--- config.mk ---
export PLATFORM = sky130hd
export DESIGN_NAME = tpc_seq
export DESIGN_NICKNAME = d
export VERILOG_FILES = /design/src/rtl/tpc_pkg.sv /design/src/rtl/tpc_lfsr.sv /design/src/rtl/tpc_seq.sv
export SDC_FILE = /design/constraint.sdc
export NUM_CORES = 1
export LEC_CHECK = 0
export ABC_AREA = 1
export BUFFER_PORTS_ARGS = -buffer_cell sky130_fd_sc_hd__buf_4
export CAP_MARGIN = 20
export CORE_MARGIN = 5
export CORE_UTILIZATION = 43
export CTS_CLUSTER_SIZE = 30
export DETAILED_ROUTE_END_ITERATION = 10
export PLACE_DENSITY = 0.82
export SYNTH_ARGS = -nofsm -noshare
export SYNTH_HDL_FRONTEND = slang
export SYNTH_HIERARCHICAL = 1
export SYNTH_SLANG_ARGS = --single-unit
--- constraint.sdc ---
create_clock -name clk_i -period 3.37 [get_ports clk_i]
set_input_delay 0.337 -clock clk_i [delete_from_list [all_inputs] [get_ports clk_i]]
set_output_delay 0.337 -clock clk_i [all_outputs]
set_load 0.01 [all_outputs]
--- src/rtl/tpc_pkg.sv ---
// Package for the transmitter phase code sequencer.
// Assumes a single 200 MHz clock domain shared by all users.
//
// Behaviour
// - Output pseudo-random 8-bit codes from enabled set
// - Random codes only in random-phase modes
// - Otherwise hold configurable idle code, default 00
// - Idle code bypasses the enable table
// - One enable flag per code, 256 total
package tpc_pkg;

  localparam int unsigned CODE_W     = 8;
  localparam int unsigned CODE_NUM   = 256;
  localparam int unsigned ROW_W      = 16;
  localparam int unsigned ROW_NUM    = 16;
  localparam logic [7:0]  IDLE_RST   = 8'h00;
  localparam logic [15:0] LFSR_SEED  = 16'hACE1;
  localparam logic [15:0] LFSR_TAPS  = 16'hB400;

  typedef enum logic [1:0] {
    MODE_OTHER  = 2'h0,
    MODE_RND_TS = 2'h1,
    MODE_RND_PP = 2'h2
  } tpc_mode_t;

  // Processor-side controls travelling together
  typedef struct packed {
    tpc_mode_t        mode;
    logic             pulse;
    logic [7:0]       idle_code;
  } tpc_ctrl_t;

  typedef enum logic [2:0] {
    ST_IDLE = 3'b001,
    ST_HUNT = 3'b010,
    ST_HOLD = 3'b100
  } tpc_state_t;

endpackage : tpc_pkg

--- src/rtl/tpc_lfsr.sv ---
// Galois LFSR, steps once per cycle while enabled.
// Assumes clk_i and nrst_i of the sequencer domain.
`timescale 1ns/1ps
module tpc_lfsr (
  input  wire logic        clk_i,
  input  wire logic        nrst_i,
  input  wire logic        step_i,
  output logic [7:0]       rnd_o
);
  logic [15:0] lfsr_reg;
  logic [15:0] lfsr_next;

  always_comb begin
    lfsr_next = lfsr_reg;
    if (step_i) begin
      lfsr_next = {1'b0, lfsr_reg[15:1]};
      if (lfsr_reg[0]) begin
        lfsr_next = lfsr_next ^ tpc_pkg::LFSR_TAPS;
      end
    end
  end

  always_ff @(posedge clk_i or negedge nrst_i) begin
    if (!nrst_i) begin
      lfsr_reg <= tpc_pkg::LFSR_SEED;
    end else begin
      lfsr_reg <= lfsr_next;
    end
  end

  assign rnd_o = lfsr_reg[7:0];
endmodule : tpc_lfsr

--- src/rtl/tpc_seq.sv ---
// Phase code sequencer top: picks enabled random codes per pulse.
// Assumes mode, pulse strobe and table come synchronous to clk_i.
`timescale 1ns/1ps
module tpc_seq (
  input  wire logic              clk_i,
  input  wire logic              nrst_i,
  input  wire tpc_pkg::tpc_ctrl_t ctrl_i,
  input  wire logic [255:0]      code_en_i,
  output logic [7:0]             phase_o,
  output logic                   phase_vld_o,
  output logic                   no_code_o
);
  tpc_pkg::tpc_state_t state_reg;
  tpc_pkg::tpc_state_t state_next;
  logic [7:0]          phase_reg;
  logic [7:0]          phase_next;
  logic [7:0]          rnd;
  logic                rnd_mode;
  logic                any_en;
  logic [15:0]         row_any;
  logic [3:0]          cand_row;
  logic [3:0]          cand_col;
  logic [15:0]         cand_row_bits;
  logic                cand_ok;
  logic                enter_rnd;
  logic                leave_rnd;
  logic                idle_st;
  logic                hold_st;

  // Mode 3 is unused and treated like any non-random mode
  always_comb begin
    case (ctrl_i.mode)
      tpc_pkg::MODE_RND_TS: begin
        rnd_mode = 1'b1;
      end
      tpc_pkg::MODE_RND_PP: begin
        rnd_mode = 1'b1;
      end
      tpc_pkg::MODE_OTHER: begin
        rnd_mode = 1'b0;
      end
      default: begin
        rnd_mode = 1'b0;
      end
    endcase
  end

  // Table held as sixteen rows of sixteen flags
  for (genvar g = 0; g < tpc_pkg::ROW_NUM; g++) begin : g_row
    assign row_any[g] = |code_en_i[g*tpc_pkg::ROW_W +: tpc_pkg::ROW_W];
  end

  assign any_en = |row_any;

  tpc_lfsr u_lfsr (
    .clk_i  (clk_i),
    .nrst_i (nrst_i),
    .step_i (1'b1),
    .rnd_o  (rnd)
  );

  // Candidate looked up by row, then by column
  assign cand_row = rnd[7:4];
  assign cand_col = rnd[3:0];

  always_comb begin
    cand_row_bits = '0;
    for (int ri = 0; ri < tpc_pkg::ROW_NUM; ri++) begin
      if (cand_row == 4'(ri)) begin
        cand_row_bits = code_en_i[ri*tpc_pkg::ROW_W +: tpc_pkg::ROW_W];
      end
    end
  end

  assign cand_ok = cand_row_bits[cand_col];

  // Empty table in random mode falls back to the idle code
  assign enter_rnd = rnd_mode && any_en;
  assign leave_rnd = !rnd_mode || !any_en;

  // Random candidate tried every cycle until an enabled one appears;
  // a sparse table costs latency, never a disabled code.
  always_comb begin
    state_next = state_reg;
    case (state_reg)
      tpc_pkg::ST_IDLE: begin
        if (enter_rnd) begin
          state_next = tpc_pkg::ST_HUNT;
        end
      end
      tpc_pkg::ST_HUNT: begin
        if (leave_rnd) begin
          state_next = tpc_pkg::ST_IDLE;
        end else if (cand_ok) begin
          state_next = tpc_pkg::ST_HOLD;
        end
      end
      tpc_pkg::ST_HOLD: begin
        if (leave_rnd) begin
          state_next = tpc_pkg::ST_IDLE;
        end else if (ctrl_i.pulse) begin
          state_next = tpc_pkg::ST_HUNT;
        end
      end
      default: begin
        state_next = tpc_pkg::ST_IDLE;
      end
    endcase
  end

  always_ff @(posedge clk_i or negedge nrst_i) begin
    if (!nrst_i) begin
      state_reg <= tpc_pkg::ST_IDLE;
    end else begin
      state_reg <= state_next;
    end
  end

  // Old code kept while hunting, so the modulator never sees a gap
  always_comb begin
    phase_next = phase_reg;
    case (state_reg)
      tpc_pkg::ST_IDLE: begin
        phase_next = ctrl_i.idle_code;
      end
      tpc_pkg::ST_HUNT: begin
        if (leave_rnd) begin
          phase_next = ctrl_i.idle_code;
        end else if (cand_ok) begin
          phase_next = rnd;
        end
      end
      tpc_pkg::ST_HOLD: begin
        if (leave_rnd) begin
          phase_next = ctrl_i.idle_code;
        end
      end
      default: begin
        phase_next = ctrl_i.idle_code;
      end
    endcase
  end

  always_ff @(posedge clk_i or negedge nrst_i) begin
    if (!nrst_i) begin
      phase_reg <= tpc_pkg::IDLE_RST;
    end else begin
      phase_reg <= phase_next;
    end
  end

  assign idle_st     = (state_reg == tpc_pkg::ST_IDLE);
  assign hold_st     = (state_reg == tpc_pkg::ST_HOLD);
  assign phase_o     = phase_reg;
  assign phase_vld_o = hold_st || idle_st;
  assign no_code_o   = rnd_mode && !any_en;
endmodule : tpc_seq

After elaboration in Yosys (flattened, before gate mapping):

Index checks and enable logic that the tools add are counted.

* logic and storage cells: 70
* output and inout port bits: 10
* register bits after elaboration: 27

* muxes and demuxes: 30
* bitwise operators: 1
* $lt $le $gt $ge: 1
* reductions and logical operators: 11
* equality and inequality tests: 24

Operator list (count)
* $mux W16: 17
* $reduce_or A256 Y1: 1
* $eq A4 B4 Y1 const B: 8
* $mux W8: 3
* $eq A4 B3 Y1 const B: 4
* $pmux W8 S2: 1
* $mux W3: 5
* $pmux W3 S3: 1
* $eq A4 B2 Y1 const B: 2
* $ne A3 B3 Y1 const B: 2
* $lt A4 B5 Y1 const B: 1
* $bmux W1 S4: 1
* $eq A4 B1 Y1 const B: 1
* $logic_not A4 Y1: 1
* $ne A2 B2 Y1 const B: 2
* $not A3 Y4: 1
* $eq A3 B1 Y1 const B: 1
* $eq A3 B2 Y1 const B: 1
* $eq A3 B3 Y1 const B: 1
* $reduce_and A3 Y1: 1
* $eq A2 B1 Y1 const B: 1
* $eq A2 B2 Y1 const B: 1
* $logic_and A1 B1 Y1: 2
* $logic_not A1 Y1: 2
* other kinds (4): 6

Longest topological paths before layout:

Gate-level depths: netlist of run 1.

* depth in word-level cells: 22
* gate-level depth with buffers: 24
* depth with buffers taken out: 22

By module:

Netlist of run 1, hierarchy kept.

Modules (own cells, without submodules)
* tpc_seq: times used 1, cells an instance 696, area each 3407.0 sq um, seq. area each 276.5 sq um
* tpc_lfsr: times used 1, cells an instance 82, area each 732.0 sq um, seq. area each 410.4 sq um

Worst setup path after synthesis of run 1:

Ideal clock, no wire load.

* path kind: register to register
* start point: register u_lfsr.lfsr_reg[7]
* end point: register state_reg[2]
* setup time: 118 ps
* arrival time: 2261 ps
* cell stages (with the launch flop): 21
* buffers on the path: 3
* setup slack: 991 ps
* required time: 3252 ps
* cell sequence: dfstp_2 buf_4 inv_1 nand2_1 nor2_1 buf_2 a21oi_1 nand4_1 nand2_1 nand4_1 nor3_1 nand4_1 nand2_1 nand2_1 nand3_1 nand3_1 nand2_1 nand2_1 buf_6 nand3b_1 nand2_1

* longest elaborated chain between the ends: 21
* elaborated cells on any way between the ends: 36

RTL lines
* from (decl): line tpc_lfsr.sv:10 `logic [15:0] lfsr_reg;`
* from (signal assigned): line tpc_lfsr.sv:25 `lfsr_reg <= tpc_pkg::LFSR_SEED;`
* from (signal assigned): line tpc_lfsr.sv:27 `lfsr_reg <= lfsr_next;`
* $logic_not A4 Y1: line tpc_seq.sv:69 `if (cand_row == 4'(ri)) begin`
* $mux W16 (15 in series): line tpc_seq.sv:69
* $mux W16 *: line tpc_seq.sv:69
* $bmux W1 S4 *: line tpc_seq.sv:75 `assign cand_ok = cand_row_bits[cand_col];`
* $mux W1 (implied by the code) *: line tpc_seq.sv:75
* $ne A3 B3 Y1 (no line) *
* $reduce_and A3 Y1 (no line) *
* to (signal assigned): line tpc_seq.sv:113 `state_reg <= tpc_pkg::ST_IDLE;`
* to (signal assigned): line tpc_seq.sv:115 `state_reg <= state_next;`
* to (decl): line tpc_seq.sv:13 `tpc_pkg::tpc_state_t state_reg;`

Mark *: on every way between the ends. The rest lies on a longest branch, timed or not. The select of a mux whose other input is x is not followed.
A chain may end at the register's enable or synchronous reset.

Worst setup path after layout of run 1:

* start point: register u_lfsr.lfsr_reg[7]
* end point: register phase_reg[2], in the netlist phase_o[2]

* longest elaborated chain between the ends: 21
* elaborated cells on any way between the ends: 36

RTL lines
* $logic_not A4 Y1: line tpc_seq.sv:69
* $mux W16 (15 in series): line tpc_seq.sv:69
* $mux W16 *: line tpc_seq.sv:69
* $bmux W1 S4 *: line tpc_seq.sv:75
* $mux W1 (implied by the code) *: line tpc_seq.sv:75
* $ne A3 B3 Y1 (no line) *
* $reduce_and A2 Y1 (no line) *
* to (signal assigned): line tpc_seq.sv:146 `phase_reg <= tpc_pkg::IDLE_RST;`
* to (signal assigned): line tpc_seq.sv:148 `phase_reg <= phase_next;`
* to (decl): line tpc_seq.sv:15 `logic [7:0] phase_reg;`

Marks and branches as above.

==> metrics.csv, run 1 <==
metric;value;unit
portBuffers;278;
cp-endpoint;phase_o[2];
cp.required;3.59;ns
drive_gt1_share;32.2;%
leakage;0.00318;uW
ys_seq_elements;27;
placed_cells;1165;
outcome;completed;
initial_core_util;44.4;%
die_h;108;um
n_antenna_cell;0;
pin_count;279;
antenna_left;0;
grt_pass1_wl;33000;um
grt_use_total;35.4;%
yosys.cell_count.top_type;nand2_1;
r2r_end;phase_o[2];
grt_max_degree;28;
largest_reg_flops;16;
antenna_found_initial;0;
synth-seq-area-share;16.6;%
initialDrtViolationCount;626;
synth-edff-count;0;
finalCriticalPeriod;3.09;ns
coreArea;9330;um2
synthTopCellsByCount;nand2_1, nor2_1, inv_1;
power_density;386;nW/um2
grt_overflow_total;0;
syn_inst;778;
dieArea;11700;um2
num_rows;35;
synth.distinct_cells;29;
min_path_type;in -> reg;
num_vias;6731;
yosysTopAreaCellShare;25.8;%
crit_fanout;14;
worstMarginPinSlew;0.675;ns
hold_violations;0;
synth_area_leader_cell;nand2_1;
synth_area_leaders;nand2_1, dfrtp_1, nor4_1;
crit_arrival;3.31;ns
startpoint_type;flop;
syn2layout_area_growth;54.3;%
rrSetupSlack;0.28;ns
htree_levels;1;
finalSetupViolations;0;
clk_latency;0.27;ns
wl_per_cell;18.4;um
timing.rr.start;u_lfsr/lfsr_reg[7];
clkSlewWorstSetupHoldPaths;0.09;ns
criticalPathCategory;reg -> reg;
die_x;108;um
synth.avg_cell_area;5.32;um2
drt_pass1_iterations;8;
grt_pass1_vias;6648;
avgViaCountPerCell;5.73;
cts-root-buf;clkbuf_8;
maxSlewViolCount;0;
ir_worst_vdd;0.271;mV
dp_hpwl;18700;um
post-route-drc-count;0;
async_flop_share;100;%
clockBufferDepth;2;
post-route-period-util;91.8;%
rsz0062_at_grt;false;
cts_tree;done;
layout.nets;1315;
place.gp.congestion;1.12;
finClkSkew;0.00486;ns
rr_worst_depth;22;
clkSinkCount;27;
synthFlopType;dfrtp_1;
slew_headroom;54.6;%
fillers;883;
syn_area;4140;um2
fin_cells;1174;
syn_nets;1047;
startpoint;u_lfsr/lfsr_reg[7];
wirelength;21600;um
end_kind;flop;
maxCapViolations;0;
numCtsBuffers;3;
yosys_warnings;6;
fin_setup_tns;0;ns
fmax;0.323;GHz
[how the worst min path moves through the flow]
stage / from / endpoint / cells past startpoint
final: ctrl_i[8] / state_reg[2] / 3
after global routing: ctrl_i[8] / state_reg[2] / 3
after CTS: ctrl_i[8] / state_reg[2] / 3
after detailed placement: nrst_i / phase_o[4] / 1
after global placement: nrst_i / state_reg[2] / 1
after floorplan: nrst_i / phase_o[0] / 0
[kinds of logic (layout without fill, tap and decap cells)]
logic type | after synthesis | in the layout | share of synthesized area [%]
buffers and inverters | 106 | 373 | 11.5
other | 1 | 1 | 0.0906
XOR/XNOR | 1 | 1 | 0.212
flip-flops | 27 | 27 | 16.6
AO/OA/AOI/OAI | 51 | 51 | 6.38
AND/OR/NAND/NOR | 592 | 592 | 65.2
[per-layer routing]
layer	vias to the layer above	global-route usage (%)	part of all wire, %
met4	0	15.8	5.0
met1	2945	41.1	35
met2	523	62.1	48
li1	3152	-	-
met5	-	0	0
met3	111	8.00	12
[through the flow]
| step | area, um2 | util, % | hold slack [ns] | total power, uW | setup slack [ns] |
|---|---|---|---|---|---|
| after floorplan | 4140 | - | 0.0414 | 1510 | 0.991 |
| after global placement | 6280 | 67.4 | 0.262 | 2210 | 0.167 |
| after detailed placement | 6280 | 67.4 | 0.266 | 2230 | 0.122 |
| after CTS | 6340 | 68.0 | 0.330 | 2410 | 0.0989 |
| after global routing | 6380 | 68.5 | 0.327 | 2650 | 0.131 |
| final | 6380 | 68.5 | 0.333 | 2460 | 0.276 |
[cell usage in the layout, fill, tap and decap left out]
cell           Yosys  routed
nand3_1           56      56
xor2_1             1       1
nand2_1          285     284
o211ai_1           2       2
a21oi_2            1       1
dfstp_2            9       9
nor2_2             4       6
nor4_1            66      66
nor2_1            89      86
conb_1             1       1
nand3b_1           1       1
dlygate4sd3_1      0       1
nor3_1             4       4
nor2_4             1       2
inv_2              1       2
o21ai_1            1       1
clkinv_2           0       1
o21ai_0           15      15
clkinv_1           2       2
inv_1             70      69
dfrtp_1           18      18
or2_0              8       8
nand4_1           62      62
or2_2             11      11
buf_4              8     294
a21oi_1           32      32
clkbuf_8           0       3
nand2_2            5       6
inv_6              1       1
[worst max-delay path, stage by stage (launching register included)]
cell and delay [ns]:
dfstp_2 0.61, inv_1 0.10, nand2_1 0.13, buf_4 0.15, nor2_1 0.04, buf_4 0.18, inv_1 0.10, nor2_1 0.04
nor2_1 0.17, nand4_1 0.13, nor2_1 0.14, nand4_1 0.13, nor2_1 0.21, nand4_1 0.11, nand2_1 0.08, nand2_1 0.07
nand3_1 0.07, nand2_1 0.05, nand2_1 0.07, nand2_2 0.16, nand2_2 0.18, nand2_1 0.08, nand2_1 0.06
[report_power, final]
part,leakage (uW),internal [uW],switching [uW]
sequential,0.000321,446,92.3
combinational,0.00284,679,1060
clock,0.0000255,82.8,99.6
[area by class of cell]
class / instances / area (um2) / share of cell area (%)
clock buffer: 3 / 41.3 / 0.647
clock inverter: 1 / 5.00 / 0.0784
inverter: 74 / 283 / 4.43
multi-input combinational: 645 / 2990 / 46.8
sequential: 27 / 687 / 10.8
tap: 129 / 161 / 2.53
timing repair buffer: 295 / 2220 / 34.7
[repair_timing]
item,CTS,global route
resized for setup,0,6
setup endpoints to repair,0,9
setup buffers,0,4
hold endpoints to repair,18,0
hold buffers,1,0
No activity file was read; power rests on OpenSTA's default activity.
==> run 2, diff against run 1 <==
Settings changed: CELL_PAD_IN_SITES_DETAIL_PLACEMENT set to 0, CELL_PAD_IN_SITES_GLOBAL_PLACEMENT set to 2, CORE_UTILIZATION 43 to 19, PLACE_DENSITY 0.82 to not set, PLACE_DENSITY_LB_ADDON set to 0.1.
==> run 2 against run 1 <==
Net effect: critical path depth decreased by 3; sequential share of layout area decreased by 0.54 points; clock power increased by 48%; final cell count increased by 14%; count of clock-buffer cells in the layout increased by 1; worst hold slack improved by 0.015 ns; fmax increased by 2.4%; register-to-register slack improved by 0.07 ns; utilization decreased by 37 points; global-route usage decreased by 16 points; via count decreased by 6.9%; total power increased by 8.3%; critical path type unchanged.
==> metrics.csv, run 2 (synthesis results as in run 1) <==
metric;value;unit
clockBufferDepth;2;
drive_gt1_share;33.0;%
grt_overflow_total;0;
clk_latency;0.26;ns
leakage;0.00327;uW
ir_worst_vdd;0.183;mV
fmax;0.331;GHz
cts_tree;done;
antenna_left;0;
switching_share;49.4;%
fin_util;31.1;%
maxSlewViolCount;0;
htree_levels;1;
wl_per_cell;18.8;um
antenna_found_initial;2;
crit_fanout;16;
fin_setup_tns;0;ns
largest_reg_flops;16;
drt_pass1_iterations;7;
fillers;2604;
post-route-drc-count;0;
syn2layout_area_growth;62.5;%
clkSinkCount;27;
wirelength;25200;um
cts-root-buf;clkbuf_16;
combPwrFrac;69.7;%
rsz0062_at_grt;false;
grt_use_total;19.0;%
end_kind;flop;
crit_arrival;3.17;ns
dp_hpwl;22400;um
finalSetupViolations;0;
startpoint_type;flop;
grt_max_degree;28;
worstMarginPinSlew;0.693;ns
power_switching;1320;uW
numCtsBuffers;3;
power.total;2670;uW
clkSlewWorstSetupHoldPaths;0.07;ns
hold_violations;0;
num_vias;6268;
portBuffers;278;
finalCriticalPeriod;3.02;ns
min_path_type;in -> reg;
finClkSkew;0.00327;ns
criticalPathCategory;reg -> reg;
final_cell_mix;buf_4, nand2_1, nor2_1, inv_1, nor4_1;
cp.required;3.52;ns
initialDrtViolationCount;284;
die_h;158;um
maxCapViolations;0;
clkPwrFrac;10.1;%
slew_headroom;53.6;%
place.gp.congestion;0.846;
outcome;completed;
power_density;397;nW/um2
grt_pass1_vias;6338;
num_rows;54;
grt_pass1_wl;36600;um
avgViaCountPerCell;4.67;
final_common_cell;buf_4;
coreArea;21600;um2
dieArea;24800;um2
initial_core_util;19.1;%
sequentialPowerShare;20.2;%
cts_setup_buffers;0;
die_x;158;um
layout.nets;1330;
pin_count;279;
internal_power;1350;uW
post-route-period-util;89.7;%
==> run 2: changes by cell type in the layout (fill, tap and decap cells not counted), sizes merged <==
cell,before,now
clkinv,3,2
clkbuf,3,4
diode,0,2
buf,294,309
==> run 2: critical path, stage by stage, from the launching register on <==
cell and delay (ns):
dfstp_2 0.59, nand2_1 0.11, buf_4 0.15, nor2_4 0.31, inv_2 0.17, o21ai_1 0.15
inv_1 0.05, nand2_1 0.09, nand4_1 0.13, nor2_1 0.20, nand4_1 0.10, a21oi_1 0.16
nand2_1 0.06, nand3_1 0.08, nand3_1 0.07, nand2_1 0.07, nand2_1 0.11, buf_4 0.18
nand3_1 0.07, nand2_1 0.06
==> run 2: power groups by stage <==
stage          Clock (uW)  Sequential [uW]  Combinational (uW)
2_1_floorplan           0              512                1000
3_5_place_dp            0              545                1870
4_1_cts               279              541                1870
6_report              270              540                1860
3_3_place_gp            0              548                1870
5_1_grt               295              556                2080
==> run 2: layout make-up <==
cell class	instances	area (um2)	area share (%)
flip-flops and latches	27	687	10.2
clock buffers	4	78.8	1.17
well taps	280	350	5.21
multi-input cells	645	2990	44.4
repair buffers	310	2330	34.7
inverters	74	283	4.20
diodes	2	5.00	0.0744
==> run 2: path summary, 6_finish.rpt <==
| check | depth (start not counted) | slack [ns] | start | to |
|---|---|---|---|---|
| setup / recovery | 19 | 0.35 | u_lfsr/lfsr_reg[6] | phase_o[5] |
| setup reg to reg | 19 | 0.35 | u_lfsr/lfsr_reg[6] | phase_o[5] |
| hold reg to reg | 2 | 0.48 | u_lfsr/lfsr_reg[8] | u_lfsr/lfsr_reg[7] |
| min in group asynchronous | 2 | 0.54 | nrst_i | phase_o[6] |
| max in group asynchronous | 2 | 2.52 | nrst_i | u_lfsr/lfsr_reg[13] |
| hold / removal | 3 | 0.35 | ctrl_i[8] | state_reg[2] |
==> run 2: metrics by stage <==
stage | setup slack [ns] | cell area [um2] | cells | hold slack, ns
after floorplan | 0.991 | 4140 | 778 | 0.0414
after global placement | 0.129 | 6590 | 1332 | 0.283
after detailed placement | 0.162 | 6600 | 1333 | 0.279
after CTS | 0.144 | 6690 | 1338 | 0.341
after global routing | 0.00278 | 6720 | 1341 | 0.347
final | 0.349 | 6730 | 1342 | 0.348
==> run 2: repair_timing <==
| action | CTS | global route |
|---|---|---|
| setup endpoints to repair | 0 | 10 |
| hold endpoints to repair | 11 | 0 |
| gates resized for setup | 0 | 5 |
| hold buffers | 1 | 0 |
==> run 2: routing by layer <==
layer | share of wire (%) | global-route usage, %
met2 | 47 | 33.4
met3 | 8.2 | 3.94
met1 | 44 | 24.7
met5 | 0.052 | 0
met4 | 1.3 | 2.62
